<file path="src/design/vdec_vc1_regs_pkg.sv">
// Package: register map, field masks and carrier types of the VC-1 stream register bank
package vdec_vc1_regs_pkg;

  // Register byte addresses
  localparam logic [31:0] STREAM_BUFFER_INFO_ADDR    = 32'h0090_0018;
  localparam logic [31:0] VC1_PICTURE_CONTROL_ADDR   = 32'h0090_001C;
  localparam logic [31:0] VC1_BPIC_DIST_SCALE_ADDR   = 32'h0090_0020;
  localparam logic [31:0] INTENSITY_COMP_SET0_ADDR   = 32'h0090_0024;
  localparam logic [31:0] INTENSITY_COMP_SET1_ADDR   = 32'h0090_0028;
  localparam logic [31:0] INTENSITY_COMP_SET2_ADDR   = 32'h0090_002C;
  localparam logic [31:0] STREAM_DATA_POINTER_ADDR   = 32'h0090_0030;

  // Writable bit masks; all other bits read as zero
  localparam logic [31:0] STREAM_BUFFER_INFO_MASK    = 32'hFFFF_FFFF;
  localparam logic [31:0] VC1_PICTURE_CONTROL_MASK   = 32'hFFFF_DF60;
  localparam logic [31:0] VC1_BPIC_DIST_SCALE_MASK   = 32'hFFFF_C000;
  localparam logic [31:0] INTENSITY_COMP_MASK        = 32'h01FF_FFFF;
  localparam logic [31:0] STREAM_DATA_POINTER_MASK   = 32'hFFFF_FFFC;

  localparam logic [31:0] REG_RESET                  = 32'h0000_0000;

  // AXI responses
  localparam logic [1:0]  RESP_OKAY                  = 2'h0;
  localparam logic [1:0]  RESP_SLVERR                = 2'h2;

  // Frame transform type codes
  localparam logic [1:0]  XFORM_8X8                  = 2'h0;
  localparam logic [1:0]  XFORM_8X4                  = 2'h1;
  localparam logic [1:0]  XFORM_4X8                  = 2'h2;
  localparam logic [1:0]  XFORM_4X4                  = 2'h3;

  // Alternative quantizer edge codes
  localparam logic [3:0]  EDGE_LEFT                  = 4'h0;
  localparam logic [3:0]  EDGE_TOP                   = 4'h2;
  localparam logic [3:0]  EDGE_RIGHT                 = 4'h4;
  localparam logic [3:0]  EDGE_BOTTOM                = 4'h8;

  typedef struct packed {
    logic        start_code_present;
    logic [6:0]  starting_quantizer;
    logic [23:0] input_byte_count;
  } stream_buffer_info_t;

  typedef struct packed {
    logic        bitplane_enable_a;
    logic        bitplane_enable_b;
    logic        bitplane_enable_c;
    logic [4:0]  alternative_quantizer;
    logic [3:0]  quantized_edge;
    logic        picture_level_transform_flag;
    logic [4:0]  quantizer_index;
    logic        rsvd13;
    logic        interpolation_select;
    logic        uniform_quantizer_on;
    logic        half_step_quantizer;
    logic [1:0]  frame_transform_type;
    logic        rsvd7;
    logic        variable_quantizer_on;
    logic        advanced_profile_on;
    logic [4:0]  rsvd4_0;
  } vc1_picture_control_t;

  typedef struct packed {
    logic [7:0]  direct_scale;
    logic [4:0]  forward_distance;
    logic [4:0]  backward_distance;
    logic [13:0] rsvd;
  } vc1_bpicture_distance_scale_t;

  typedef struct packed {
    logic [6:0]  rsvd;
    logic        intensity_enable;
    logic [7:0]  intensity_gain;
    logic [15:0] intensity_offset;
  } intensity_comp_t;

endpackage : vdec_vc1_regs_pkg

</file>
<file path="src/design/vdec_vc1_regs.sv">
// Module: AXI4-Lite register bank for stream buffer and VC-1 picture controls
//
// Chosen here: register access over AXI4-Lite.
`timescale 1ns/1ps
`default_nettype none

// Operation
// - Low 24 bits hold buffer byte count
// - Exhausted buffer flags refill until new size
// - Bits 30..24 give starting quantizer
// - Bit 31 says start codes present
// - Bit 5 enables advanced profile
// - Bit 6 enables varying and alternative quantizer
// - Transform codes 8x8 8x4 4x8 4x4
// - Bit 10 enables half-step quantizer
// - Bit 11 selects uniform quantizer
// - Bit 12 selects bilinear over bicubic
// - Quantizer index feeds picture quantizer
// - Transform flag: macroblock or picture level
// - Edge field names alternative-quantizer edge
// - Bits 31..29 enable three bitplanes
// - Direct scale used only for B pictures
// - Reference distances; backward for B pictures
// - Intensity enable, gain, offset per set
// - Run-length base, low two bits unused
// - Stream byte address plus start bit
// - Write back last byte address, not JPEG
// - Also write back on error or unordered
// - Input select: stream or run-length data
// - Start bit locates first decoded bit
module vdec_vc1_regs (
  // Clock and reset
  input  wire logic                                          core_clk,
  input  wire logic                                          rst_n,
  // AXI4-Lite write address and data
  input  wire logic [31:0]                                   s_axi_awaddr,
  input  wire logic                                          s_axi_awvalid,
  output logic                                               s_axi_awready,
  input  wire logic [31:0]                                   s_axi_wdata,
  input  wire logic [3:0]                                    s_axi_wstrb,
  input  wire logic                                          s_axi_wvalid,
  output logic                                               s_axi_wready,
  // AXI4-Lite write response
  output logic [1:0]                                         s_axi_bresp,
  output logic                                               s_axi_bvalid,
  input  wire logic                                          s_axi_bready,
  // AXI4-Lite read
  input  wire logic [31:0]                                   s_axi_araddr,
  input  wire logic                                          s_axi_arvalid,
  output logic                                               s_axi_arready,
  output logic [31:0]                                        s_axi_rdata,
  output logic [1:0]                                         s_axi_rresp,
  output logic                                               s_axi_rvalid,
  input  wire logic                                          s_axi_rready,
  // Decoder core status
  input  wire logic                                          ptrUpdate,
  input  wire logic [31:0]                                   ptrUpdateAddr,
  input  wire logic                                          inputExhaustedFlag,
  input  wire logic                                          runCompleteFlag,
  input  wire logic                                          streamErrorFlag,
  input  wire logic                                          unorderedSliceFlag,
  input  wire logic                                          decodeIsJpeg,
  input  wire logic                                          pictureIsB,
  input  wire logic                                          runLengthInputSelect,
  input  wire logic [5:0]                                    streamStartBit,
  // Decoder core controls
  output vdec_vc1_regs_pkg::stream_buffer_info_t             bufferInfo,
  output vdec_vc1_regs_pkg::vc1_picture_control_t            pictureControl,
  output vdec_vc1_regs_pkg::vc1_bpicture_distance_scale_t    distanceScale,
  output vdec_vc1_regs_pkg::intensity_comp_t                 intensitySet0,
  output vdec_vc1_regs_pkg::intensity_comp_t                 intensitySet1,
  output vdec_vc1_regs_pkg::intensity_comp_t                 intensitySet2,
  output logic [4:0]                                         altQuantizerActive,
  output logic [7:0]                                         directScaleActive,
  output logic [4:0]                                         backwardDistanceActive,
  output logic [31:0]                                        runLengthBase,
  output logic [31:0]                                        streamByteAddr,
  output logic [5:0]                                         streamFirstBit,
  output logic                                               bufferRefillNeeded
);

  ////////////////////////////////////////////////////////////////////////////
  // Storage
  logic [31:0] bufferInfoFf;
  logic [31:0] pictureControlFf;
  logic [31:0] distanceScaleFf;
  logic [31:0] intensitySet0Ff;
  logic [31:0] intensitySet1Ff;
  logic [31:0] intensitySet2Ff;
  logic [31:0] dataPointerFf;
  logic [4:0]  altQuantizerFf;
  logic [7:0]  directScaleFf;
  logic [4:0]  backwardDistFf;
  logic [31:0] runLengthBaseFf;
  logic [31:0] streamByteAddrFf;
  logic [5:0]  streamFirstBitFf;
  logic        refillNeededFf;

  // Bus state
  logic        awreadyFf;
  logic        wreadyFf;
  logic        awHeldFf;
  logic        wHeldFf;
  logic [31:0] awAddrFf;
  logic [31:0] wDataFf;
  logic [3:0]  wStrbFf;
  logic        bvalidFf;
  logic [1:0]  brespFf;
  logic        arreadyFf;
  logic        rvalidFf;
  logic [31:0] rdataFf;
  logic [1:0]  rrespFf;

  logic        takeAw;
  logic        takeW;
  logic        takeAr;
  logic        doWrite;
  logic        nxtAwHeld;
  logic        nxtWHeld;
  logic        nxtBvalid;
  logic        nxtRvalid;
  logic        writeHit;
  logic        readHit;
  logic [31:0] readWord;
  logic        ptrWriteBack;

  ////////////////////////////////////////////////////////////////////////////
  // Merge strobed bytes into a register, keeping unused bits zero
  function automatic logic [31:0] merge(input logic [31:0] old, input logic [31:0] data,
                                        input logic [3:0] strb, input logic [31:0] mask);
    logic [31:0] res;
    res = old;
    for (int i = 0; i < 4; i++) begin
      if (strb[i]) begin
        res[i*8 +: 8] = data[i*8 +: 8];
      end
    end
    return res & mask;
  endfunction : merge

  ////////////////////////////////////////////////////////////////////////////
  // Handshake control
  always_comb begin
    takeAw    = s_axi_awvalid && awreadyFf;
    takeW     = s_axi_wvalid && wreadyFf;
    takeAr    = s_axi_arvalid && arreadyFf;
    doWrite   = awHeldFf && wHeldFf && !bvalidFf;
    nxtAwHeld = (awHeldFf && !doWrite) || takeAw;
    nxtWHeld  = (wHeldFf && !doWrite) || takeW;
    nxtBvalid = (bvalidFf && !s_axi_bready) || doWrite;
    nxtRvalid = (rvalidFf && !s_axi_rready) || takeAr;
  end

  always_comb begin
    writeHit = (awAddrFf == vdec_vc1_regs_pkg::STREAM_BUFFER_INFO_ADDR)  ||
               (awAddrFf == vdec_vc1_regs_pkg::VC1_PICTURE_CONTROL_ADDR) ||
               (awAddrFf == vdec_vc1_regs_pkg::VC1_BPIC_DIST_SCALE_ADDR) ||
               (awAddrFf == vdec_vc1_regs_pkg::INTENSITY_COMP_SET0_ADDR) ||
               (awAddrFf == vdec_vc1_regs_pkg::INTENSITY_COMP_SET1_ADDR) ||
               (awAddrFf == vdec_vc1_regs_pkg::INTENSITY_COMP_SET2_ADDR) ||
               (awAddrFf == vdec_vc1_regs_pkg::STREAM_DATA_POINTER_ADDR);
  end

  always_ff @(posedge core_clk or negedge rst_n) begin
    if (!rst_n) begin
      awHeldFf  <= 1'b0;
      wHeldFf   <= 1'b0;
      awreadyFf <= 1'b0;
      wreadyFf  <= 1'b0;
      bvalidFf  <= 1'b0;
      brespFf   <= vdec_vc1_regs_pkg::RESP_OKAY;
      awAddrFf  <= vdec_vc1_regs_pkg::REG_RESET;
      wDataFf   <= vdec_vc1_regs_pkg::REG_RESET;
      wStrbFf   <= 4'h0;
    end else begin
      awHeldFf  <= nxtAwHeld;
      wHeldFf   <= nxtWHeld;
      awreadyFf <= !nxtAwHeld && !nxtBvalid;
      wreadyFf  <= !nxtWHeld && !nxtBvalid;
      bvalidFf  <= nxtBvalid;
      if (takeAw) begin
        awAddrFf <= s_axi_awaddr;
      end
      if (takeW) begin
        wDataFf <= s_axi_wdata;
        wStrbFf <= s_axi_wstrb;
      end
      if (doWrite) begin
        brespFf <= writeHit ? vdec_vc1_regs_pkg::RESP_OKAY : vdec_vc1_regs_pkg::RESP_SLVERR;
      end
    end
  end

  ////////////////////////////////////////////////////////////////////////////
  // Configuration registers
  always_ff @(posedge core_clk or negedge rst_n) begin
    if (!rst_n) begin
      bufferInfoFf     <= vdec_vc1_regs_pkg::REG_RESET;
      pictureControlFf <= vdec_vc1_regs_pkg::REG_RESET;
      distanceScaleFf  <= vdec_vc1_regs_pkg::REG_RESET;
      intensitySet0Ff  <= vdec_vc1_regs_pkg::REG_RESET;
      intensitySet1Ff  <= vdec_vc1_regs_pkg::REG_RESET;
      intensitySet2Ff  <= vdec_vc1_regs_pkg::REG_RESET;
    end else if (doWrite) begin
      unique case (awAddrFf)
        vdec_vc1_regs_pkg::STREAM_BUFFER_INFO_ADDR: begin
          bufferInfoFf <= merge(bufferInfoFf, wDataFf, wStrbFf, vdec_vc1_regs_pkg::STREAM_BUFFER_INFO_MASK);
        end
        vdec_vc1_regs_pkg::VC1_PICTURE_CONTROL_ADDR: begin
          pictureControlFf <= merge(pictureControlFf, wDataFf, wStrbFf,
                                    vdec_vc1_regs_pkg::VC1_PICTURE_CONTROL_MASK);
        end
        vdec_vc1_regs_pkg::VC1_BPIC_DIST_SCALE_ADDR: begin
          distanceScaleFf <= merge(distanceScaleFf, wDataFf, wStrbFf, vdec_vc1_regs_pkg::VC1_BPIC_DIST_SCALE_MASK);
        end
        vdec_vc1_regs_pkg::INTENSITY_COMP_SET0_ADDR: begin
          intensitySet0Ff <= merge(intensitySet0Ff, wDataFf, wStrbFf, vdec_vc1_regs_pkg::INTENSITY_COMP_MASK);
        end
        vdec_vc1_regs_pkg::INTENSITY_COMP_SET1_ADDR: begin
          intensitySet1Ff <= merge(intensitySet1Ff, wDataFf, wStrbFf, vdec_vc1_regs_pkg::INTENSITY_COMP_MASK);
        end
        vdec_vc1_regs_pkg::INTENSITY_COMP_SET2_ADDR: begin
          intensitySet2Ff <= merge(intensitySet2Ff, wDataFf, wStrbFf, vdec_vc1_regs_pkg::INTENSITY_COMP_MASK);
        end
        default: begin
        end
      endcase
    end
  end

  ////////////////////////////////////////////////////////////////////////////
  // Data pointer: hardware write-back wins over a software write
  always_comb begin
    ptrWriteBack = ptrUpdate && !decodeIsJpeg &&
                   (inputExhaustedFlag || !runCompleteFlag ||
                    streamErrorFlag || unorderedSliceFlag);
  end

  always_ff @(posedge core_clk or negedge rst_n) begin
    if (!rst_n) begin
      dataPointerFf <= vdec_vc1_regs_pkg::REG_RESET;
    end else if (ptrWriteBack) begin
      dataPointerFf <= ptrUpdateAddr & vdec_vc1_regs_pkg::STREAM_DATA_POINTER_MASK;
    end else if (doWrite && (awAddrFf == vdec_vc1_regs_pkg::STREAM_DATA_POINTER_ADDR)) begin
      dataPointerFf <= merge(dataPointerFf, wDataFf, wStrbFf, vdec_vc1_regs_pkg::STREAM_DATA_POINTER_MASK);
    end
  end

  // Refill request: exhaustion sets, a new buffer description clears, set wins
  always_ff @(posedge core_clk or negedge rst_n) begin
    if (!rst_n) begin
      refillNeededFf <= 1'b0;
    end else if (ptrUpdate && inputExhaustedFlag) begin
      refillNeededFf <= 1'b1;
    end else if (doWrite && (awAddrFf == vdec_vc1_regs_pkg::STREAM_BUFFER_INFO_ADDR)) begin
      refillNeededFf <= 1'b0;
    end
  end

  ////////////////////////////////////////////////////////////////////////////
  // Qualified controls for the decoder core
  always_ff @(posedge core_clk or negedge rst_n) begin
    if (!rst_n) begin
      altQuantizerFf   <= 5'h0;
      directScaleFf    <= 8'h00;
      backwardDistFf   <= 5'h0;
      runLengthBaseFf  <= vdec_vc1_regs_pkg::REG_RESET;
      streamByteAddrFf <= vdec_vc1_regs_pkg::REG_RESET;
      streamFirstBitFf <= 6'h00;
    end else begin
      altQuantizerFf   <= pictureControl.variable_quantizer_on ? pictureControl.alternative_quantizer : 5'h0;
      directScaleFf    <= pictureIsB ? distanceScale.direct_scale : 8'h00;
      backwardDistFf   <= pictureIsB ? distanceScale.backward_distance : 5'h0;
      runLengthBaseFf  <= runLengthInputSelect ? dataPointerFf : vdec_vc1_regs_pkg::REG_RESET;
      streamByteAddrFf <= runLengthInputSelect ? vdec_vc1_regs_pkg::REG_RESET : dataPointerFf;
      streamFirstBitFf <= runLengthInputSelect ? 6'h00 : streamStartBit;
    end
  end

  ////////////////////////////////////////////////////////////////////////////
  // Read channel
  always_comb begin
    readHit  = 1'b1;
    readWord = vdec_vc1_regs_pkg::REG_RESET;
    unique case (s_axi_araddr)
      vdec_vc1_regs_pkg::STREAM_BUFFER_INFO_ADDR:  readWord = bufferInfoFf;
      vdec_vc1_regs_pkg::VC1_PICTURE_CONTROL_ADDR: readWord = pictureControlFf;
      vdec_vc1_regs_pkg::VC1_BPIC_DIST_SCALE_ADDR: readWord = distanceScaleFf;
      vdec_vc1_regs_pkg::INTENSITY_COMP_SET0_ADDR: readWord = intensitySet0Ff;
      vdec_vc1_regs_pkg::INTENSITY_COMP_SET1_ADDR: readWord = intensitySet1Ff;
      vdec_vc1_regs_pkg::INTENSITY_COMP_SET2_ADDR: readWord = intensitySet2Ff;
      vdec_vc1_regs_pkg::STREAM_DATA_POINTER_ADDR: readWord = dataPointerFf;
      default: readHit = 1'b0;
    endcase
  end

  always_ff @(posedge core_clk or negedge rst_n) begin
    if (!rst_n) begin
      arreadyFf <= 1'b0;
      rvalidFf  <= 1'b0;
      rdataFf   <= vdec_vc1_regs_pkg::REG_RESET;
      rrespFf   <= vdec_vc1_regs_pkg::RESP_OKAY;
    end else begin
      arreadyFf <= !nxtRvalid;
      rvalidFf  <= nxtRvalid;
      if (takeAr) begin
        rdataFf <= readWord;
        rrespFf <= readHit ? vdec_vc1_regs_pkg::RESP_OKAY : vdec_vc1_regs_pkg::RESP_SLVERR;
      end
    end
  end

  ////////////////////////////////////////////////////////////////////////////
  // Outputs
  assign s_axi_awready          = awreadyFf;
  assign s_axi_wready           = wreadyFf;
  assign s_axi_bvalid           = bvalidFf;
  assign s_axi_bresp            = brespFf;
  assign s_axi_arready          = arreadyFf;
  assign s_axi_rvalid           = rvalidFf;
  assign s_axi_rdata            = rdataFf;
  assign s_axi_rresp            = rrespFf;
  assign bufferInfo             = bufferInfoFf;
  assign pictureControl         = pictureControlFf;
  assign distanceScale          = distanceScaleFf;
  assign intensitySet0          = intensitySet0Ff;
  assign intensitySet1          = intensitySet1Ff;
  assign intensitySet2          = intensitySet2Ff;
  assign altQuantizerActive     = altQuantizerFf;
  assign directScaleActive      = directScaleFf;
  assign backwardDistanceActive = backwardDistFf;
  assign runLengthBase          = runLengthBaseFf;
  assign streamByteAddr         = streamByteAddrFf;
  assign streamFirstBit         = streamFirstBitFf;
  assign bufferRefillNeeded     = refillNeededFf;
endmodule : vdec_vc1_regs
`default_nettype wire

</file>
<file path="config.mk">
export PLATFORM = sky130hd
export DESIGN_NAME = vdec_vc1_regs
export DESIGN_NICKNAME = d
export VERILOG_FILES = /design/src/design/vdec_vc1_regs_pkg.sv /design/src/design/vdec_vc1_regs.sv
export SDC_FILE = /design/constraint.sdc
export NUM_CORES = 1
export LEC_CHECK = 0
export BUFFER_PORTS_ARGS = -buffer_cell sky130_fd_sc_hd__buf_2
export CAP_MARGIN = 20
export CORE_AREA = 2 2 183 185
export DETAILED_ROUTE_END_ITERATION = 8
export DIE_AREA = 0 0 185 187
export PLACE_DENSITY = 0.76
export SYNTH_ARGS = -nofsm -noshare
export SYNTH_HDL_FRONTEND = slang
export SYNTH_SLANG_ARGS = --single-unit
</file>
<file path="constraint.sdc">
create_clock -name core_clk -period 5.31 [get_ports core_clk]
set_input_delay 1.062 -clock core_clk [delete_from_list [all_inputs] [get_ports core_clk]]
set_output_delay 1.062 -clock core_clk [all_outputs]
set_load 0.02 [all_outputs]
</file>
==> results of run 1 <==
[sequential cells by signal (all words and copies together) (netlist names), 25 cells and up]
register,flops
awAddrFf,32
bufferInfo,32
dataPointerFf,30
intensitySet0,25
intensitySet1,25
intensitySet2,25
pictureControl,25
runLengthBase,30
s_axi_rdata,32
streamByteAddr,30
wDataFf,32
[report_power, final]
group	switching [uW]	internal, uW
Clock	1120	1560
Sequential	555	3230
Combinational	635	501
Total	2310	5290
[logic make-up (layout without fill, tap and decap cells)]
kind of cell	count (synthesis)	count (layout)	synth area share [%]
compound gates	202	202	8.80
buf+inv	154	544	4.88
flops	374	374	58.5
mux	254	254	17.6
other cells	1	54	0.0234
simple gates	282	282	10.2
[synth_stat cells (5+ instances only)]
master     number
and3_1         17
nand4_4         5
a41oi_1        24
nor2_1         82
a31oi_1        31
a22oi_1        34
dfrtp_1       374
o22ai_1        11
clkbuf_1       55
nand4_1        15
nor4_1          9
o2bb2ai_1       7
and4_1          7
a21oi_1        25
o22a_1          5
nor2b_1        13
inv_1          28
o31ai_1         6
buf_2           9
nor3_1         14
buf_1          12
nand2_1        31
mux2i_1        29
o21ai_0        26
buf_4          49
and2_1         53
a22o_1         24
a211oi_1        7
mux2_1          8
mux2_2        217
[area by class of cell]
type | count | area (um2)
timing repair buffer | 443 | 2370
clock buffer | 61 | 1160
inverter | 28 | 105
sequential | 374 | 9360
antenna | 6 | 15.0
clock inverter | 12 | 98.8
tap | 448 | 561
multi-input combinational | 786 | 6070
fill | 2662 | 13100
[layer usage]
metal	GRT usage, %	vias to the layer above	wire (um)
li1	-	5314	-
met3	6.91	112	3930
met4	11.9	0	2090
met1	37.9	6063	20300
met5	0	-	0
met2	44.1	556	23100
[metrics by stage]
stage | area, um2 | power [uW] | hold WS [ns] | utilization, %
CTS | 19600 | 7620 | 0.478 | 59.8
global route | 19700 | 7910 | 0.508 | 60.0
detailed placement | 18400 | 4940 | 0.466 | 55.9
finish | 19700 | 7600 | 0.478 | 60.1
global placement | 18400 | 4870 | 0.458 | 55.9
floorplan | 16200 | 4370 | 0.470 | -
[placed cells by master (no fill, tap or decap), types with 8 or more instances in the layout]
cell,count
nor4_1,8
buf_4,12
nor3_1,14
conb_1,48
mux2_2,217
nor2_1,82
clkbuf_16,42
a31oi_1,31
o22ai_1,11
a41oi_1,24
a22oi_1,34
buf_2,423
mux2_1,8
a21oi_1,25
and2_1,53
a22o_1,24
dfrtp_1,374
and3_1,17
nand2_1,30
nor2b_1,13
mux2i_1,29
nand4_1,15
inv_1,28
clkbuf_1,14
o21ai_0,26
[critical path: cells and delay by family, from the launching register on]
family	cells	cell delay, ns
flops	1	0.37
mux	1	0.40
simple gates	4	2.46
[final timing paths]
check                                     from              endpoint  slack, ns  depth (start not counted)
worst max-delay path              awAddrFf[24]     distanceScale[29]       1.94                          5
worst min-delay path            s_axi_rdata[9]        s_axi_rdata[9]       0.48                          2
worst max register to register    awAddrFf[24]     distanceScale[29]       1.94                          5
worst min register to register  s_axi_rdata[9]        s_axi_rdata[9]       0.48                          2
max in group asynchronous                rst_n  directScaleActive[4]       3.53                          2
min in group asynchronous                rst_n            wDataFf[0]       0.57                          1
==> reports/metrics.yaml, run 1 <==
path_cells: "or4_1, nor3_2, and2_1, and4_1, mux2_2"
crit_fanout: 17
vias_per_cell: 5.58
cp-end-kind: "register"
dp_slack_ns: 1.58
drt_iter0_markers: 856
synth_top_area_share_pct: 58.5
drive_gt1_share_pct: 43.5
hold_buffers: 0
rows: 67
final_cells: 2158
crit_path_start_kind: "register"
dp.cells: 2075
crit_required_ns: 5.71
max_slew_margin_pct: 27.6
synth.distinct_cells: 52
setup_viol: 0
track_usage_pct: 28.3
ys_async_sr_fraction_pct: 100
cts-buffers-inserted: 40
slew_violations: 0
final.setup.worst_slack_ns: 1.94
rsz0062_at_grt: "no"
clk_latency_ns: 0.53
synth_top_flop_cell: "dfrtp_1"
hold_viol_final: 0
gp_congestion: 0.895
cts_num_sinks: 374
htreeDepth: 2
vias: 12045
place_hpwl_um: 36500
fin_tns_setup_ns: 0
critPathArrivalTime_ns: 3.77
p_per_area_nw_per_um2: 385
cts_buffer_depth: 3
finalCriticalPeriod_ns: 3.37
cts_tree: "built"
netlist_instances: 1267
fin_crit_sh_pct: 63.5
drtAntennaViolNets: 0
io_pins: 475
post_cts_resized: 0
antenna_found_initial: 3
nets: 1826
criticalPathCategory: "register to register"
core_um2: 32900
numPortBuffers: 424
run_status: "finished clean"
die_w_um: 185
ir_drop_v: 0.000328
clockRootBuffer: "clkbuf_16"
synth.avg_cell_area_um2: 12.6
area_growth_pct: 23.3
grt_max_degree: 136
drt_drc_violations_left: 0
clk_pin_slew_ns: 0.06
fmax_ghz: 0.296
drv_cap: 0
start_util_pct: 48.7
synth_largest_area_cell: "dfrtp_1"
yosysSeqAreaShare_pct: 58.5
synth_edf_count: 0
cts_setup_buffers: 0
grt_pass1_wl_um: 73700
synth-seq-cells: 374
fin_skew_ns: 0.0150
hold_path_class: "register to register"
cpMaxStageDelayCell: "and2_1"
netlist_top_cells_area: "dfrtp_1 58%, mux2_2 15%, buf_4 2.3%, and2_1 2.1%, nor2_1 1.9%"
grt_pass1_vias: 11922
p_leak_uw: 0.0102
syn_area_um2: 16000
drt-pass1-iter-count: 6
dieArea_um2: 34600
grt_overflow: 0
worst_pin_slew_ns: 1.09
yosysWarnings: 0
routed_wl_um: 49300
critPathMaxStageDelay_ns: 0.74
die_h_um: 187
wire_per_inst_um: 22.9
Power figures use the tool's default switching activity.
==> inputs of run 2 (changes only) <==
--- a/config.mk
+++ b/config.mk
@@ -7,10 +7,10 @@
 export LEC_CHECK = 0
 export BUFFER_PORTS_ARGS = -buffer_cell sky130_fd_sc_hd__buf_2
 export CAP_MARGIN = 20
-export CORE_AREA = 2 2 183 185
+export CORE_AREA = 2 2 184 186
 export DETAILED_ROUTE_END_ITERATION = 8
-export DIE_AREA = 0 0 185 187
-export PLACE_DENSITY = 0.76
+export DIE_AREA = 0 0 186 188
+export PLACE_DENSITY = 0.75
 export SYNTH_ARGS = -nofsm -noshare
 export SYNTH_HDL_FRONTEND = slang
 export SYNTH_SLANG_ARGS = --single-unit
==> constraint.sdc (replaced) <==
create_clock -name core_clk -period 3.2 [get_ports core_clk]
set_input_delay 0.64 -clock core_clk [delete_from_list [all_inputs] [get_ports core_clk]]
set_output_delay 0.64 -clock core_clk [all_outputs]
set_load 0.02 [all_outputs]
==> reports/metrics.yaml, run 2 (synthesis gave the netlist of run 1 again) <==
run_status: "finished clean"
dieArea_um2: 35000
cpMaxStageDelayCell: "or4_1"
gp_congestion: 0.900
wire_per_inst_um: 23.2
vias: 12115
fin_crit_sh_pct: 92.7
numPortBuffers: 424
die_h_um: 188
rows: 67
cts_setup_buffers: 0
path_buf_inv: 0
routed_wl_um: 50400
cts_tree: "built"
utilization_pct: 60.0
dp_slack_ns: 0.263
rsz0062_at_grt: "no"
p_per_area_nw_per_um2: 638
drt-pass1-iter-count: 5
grt_overflow: 0
start_util_pct: 48.4
fin_tns_setup_ns: 0
p_leak_uw: 0.0103
worst_pin_slew_ns: 1.10
hold_buffers: 0
max_slew_margin_pct: 26.4
crit_required_ns: 3.59
grt_pass1_wl_um: 74800
crit_fanout: 11
slew_violations: 0
hold_viol_final: 0
criticalPathCategory: "register to register"
drv_cap: 0
area_growth_pct: 24.1
final.setup.worst_slack_ns: 0.235
place_hpwl_um: 37000
critPathTopFamily: "simple AND/OR/NAND/NOR gates"
fin_skew_ns: 0.0188
htreeDepth: 2
nets: 1846
io_pins: 475
crit_path_start_kind: "register"
finalCriticalPeriod_ns: 2.96
grt_pass1_vias: 12002
drtAntennaViolNets: 0
setup_viol: 0
clockRootBuffer: "clkbuf_16"
clk_pin_slew_ns: 0.06
cts_num_sinks: 374
core_um2: 33100
drive_gt1_share_pct: 44.4
critPathMaxStageDelay_ns: 0.63
post_cts_resized: 0
critPathArrivalTime_ns: 3.36
cp-end-kind: "register"
antenna_found_initial: 5
vias_per_cell: 5.59
hold_path_class: "primary input to async pin"
track_usage_pct: 28.6
path_cells: "or4_1, nor3_2, and2_1, and4_1, mux2_2"
fmax_ghz: 0.337
drt_drc_violations_left: 0
final_common_cell: "buf_2"
drt_iter0_markers: 909
cts-buffers-inserted: 40
r2r_slack_ns: 0.24
layout_common_cells: "423 x buf_2, 374 x dfrtp_1, 217 x mux2_2"
grt_max_degree: 97
cts_buffer_depth: 3
die_w_um: 186
clk_latency_ns: 0.53
ir_drop_v: 0.000637
run 2: cell types whose count changed in the layout (fill, tap and decap cells not counted), sizes merged:
cell	delta
buf	+22
bufinv	+1
clkbuf	-9
clkinv	+2
diode	-2
inv	-3
run 2: final timing paths:
kind | start | to | cells after the start
min in group core_clk | s_axi_wstrb[3] | wStrbFf[3] | 2
max in group asynchronous | rst_n | streamByteAddr[19] | 2
worst max-delay path | awAddrFf[24] | intensitySet2[6] | 5
worst min-delay path | rst_n | intensitySet1[1] | 1
worst max register to register | awAddrFf[24] | intensitySet2[6] | 5
worst min register to register | s_axi_rdata[25] | s_axi_rdata[25] | 2
run 2: stage by stage:
step                      total power [uW]  instances  area [um2]  hold WS, ns
after floorplan                       7250       1314       16200        0.344
after global placement                8120       2099       18600        0.457
after detailed placement              8220       2099       18600        0.466
after CTS                            12700       2165       19900       0.0833
after global routing                 13200       2168       19900       0.0982
final                                12700       2169       19900       0.0754
run 2: layout make-up:
class	instances	area, um2
fillers	2721	13200
flip-flops and latches	374	9360
multi-input cells	786	6070
repair buffers	463	2500
clock buffers	54	1150
well taps	448	561
clock inverters	12	116
inverters	28	105
diodes	4	10.0
run 2: routing by layer:
metal	track usage [%]	share of wire, %	up-vias	routed length (um)
met4	12.1	4.5	2	2260
met5	0	0.036	-	18
li1	-	-	5319	-
met2	45.4	47	571	23600
met3	6.56	7.8	133	3920
met1	37.8	41	6090	20500
run 2: power by group:
part / switching (uW) / internal [uW]
sequential: 887 / 5360
clock: 1830 / 2680
combinational: 1100 / 828
==> inputs of run 3 (changes only) <==
--- a/config.mk
+++ b/config.mk
@@ -5,11 +5,12 @@
 export SDC_FILE = /design/constraint.sdc
 export NUM_CORES = 1
 export LEC_CHECK = 0
-export BUFFER_PORTS_ARGS = -buffer_cell sky130_fd_sc_hd__buf_2
+export BUFFER_PORTS_ARGS = -buffer_cell sky130_fd_sc_hd__buf_4
 export CAP_MARGIN = 20
 export CORE_AREA = 2 2 184 186
 export DETAILED_ROUTE_END_ITERATION = 8
 export DIE_AREA = 0 0 186 188
+export HOLD_SLACK_MARGIN = 0.12
 export PLACE_DENSITY = 0.75
 export SYNTH_ARGS = -nofsm -noshare
 export SYNTH_HDL_FRONTEND = slang
==> reports/metrics.yaml, run 3 (synthesis gave the netlist of run 1 again) <==
numPortBuffers: 424
worst_pin_slew_ns: 0.986
die_h_um: 188
fin_crit_sh_pct: 89.9
hold_ws_ns: 0.125
start_util_pct: 48.4
stdcell_area_um2: 21000
drt_iter0_markers: 770
drtAntennaViolNets: 0
cts-buffers-inserted: 40
rows: 67
cts_tree: "built"
gp_congestion: 0.883
ir_drop_v: 0.000573
die_w_um: 186
p_per_area_nw_per_um2: 617
drt-pass1-iter-count: 6
antenna_found_initial: 2
drive_gt1_share_pct: 44.5
p_leak_uw: 0.0105
core_um2: 33100
p_total_uw: 12900
crit_path_start_kind: "register"
post_cts_resized: 0
routed_wl_um: 51000
place_hpwl_um: 37500
max_slew_margin_pct: 34.0
hold_buffers: 0
vias: 12191
run_status: "finished clean"
fin_skew_ns: 0.00900
slew_violations: 0
hold_path_class: "primary input to async pin"
clockRootBuffer: "clkbuf_16"
postPlaceCellArea_um2: 19700
rsz0062_at_grt: "no"
cts_buffer_depth: 3
cp-end-kind: "register"
grt_overflow: 0
critPathArrivalTime_ns: 3.28
criticalPathCategory: "register to register"
drv_cap: 0
grt_max_degree: 81
cts_num_sinks: 374
grt_pass1_wl_um: 75500
htreeDepth: 2
cts_setup_buffers: 0
clk_latency_ns: 0.52
nets: 1845
final_common_cell: "buf_4"
track_usage_pct: 28.9
setup_viol: 0
drt_drc_violations_left: 0
crit_required_ns: 3.60
area_growth_pct: 31.1
clk_pin_slew_ns: 0.06
io_pins: 475
crit_fanout: 8
fin_tns_setup_ns: 0
wire_per_inst_um: 23.5
vias_per_cell: 5.62
final.setup.worst_slack_ns: 0.322
grt_pass1_vias: 12122
hold_viol_final: 0
finalCriticalPeriod_ns: 2.88
layout_common_cells: "454 x buf_4, 374 x dfrtp_1, 217 x mux2_2"
dieArea_um2: 35000
dp_slack_ns: 0.359
fmax_ghz: 0.347
-- run 3: cell count changes in the layout (fill, tap and decap cells not counted), sizes merged --
cell,change
diode,-3
buf,-1
clkinvlp,+1
clkbuf,+5
clkinv,-1
-- run 3: worst max-delay path: stages (launching register included) --
cell     delay (ns)
dfrtp_1        0.37
or4_1          0.64
nor3_2         0.37
and2_1         0.29
buf_4          0.23
nand4_2        0.40
mux2_2         0.45
-- run 3: final timing paths --
path                                    from           endpoint  slack [ns]  cells past startpoint
max reg2reg                     awAddrFf[24]     bufferInfo[25]        0.32                      6
min                                    rst_n   intensitySet2[0]        0.12                      1
min reg2reg                   s_axi_rdata[8]     s_axi_rdata[8]        0.48                      2
max in group asynchronous              rst_n  streamFirstBit[1]        2.11                      2
max                             awAddrFf[24]     bufferInfo[25]        0.32                      6
min in group core_clk      streamStartBit[2]  streamFirstBit[2]        0.35                      2
-- run 3: cell type report --
type,instances,area (um2)
antenna,1,2.50
clock buffer,59,1210
clock inverter,12,115
fill,2580,12100
inverter,28,105
multi-input combinational,786,6070
sequential,374,9360
tap,448,561
timing repair buffer,462,3560
-- run 3: through the flow --
stage,utilization (%),cells
2_1_floorplan,-,1314
3_3_place_gp,59.4,2098
3_5_place_dp,59.4,2098
4_1_cts,63.4,2169
5_1_grt,63.4,2170
6_report,63.4,2170
-- run 3: power breakdown --
| part | switching, uW | total (uW) | internal, uW |
|---|---|---|---|
| clock | 1840 | 4620 | 2780 |
| combinational | 1140 | 2100 | 956 |
| sequential | 871 | 6230 | 5360 |
| total | 3850 | 12900 | 9090 |
-- run 3: per-layer routing --
layer,global-route usage (%),wire length [um],vias to the layer above
met4,13.4,2460,2
met1,37.6,20100,6135
met3,6.99,4210,129
met5,0,12,-
met2,45.6,24200,591
li1,-,-,5334
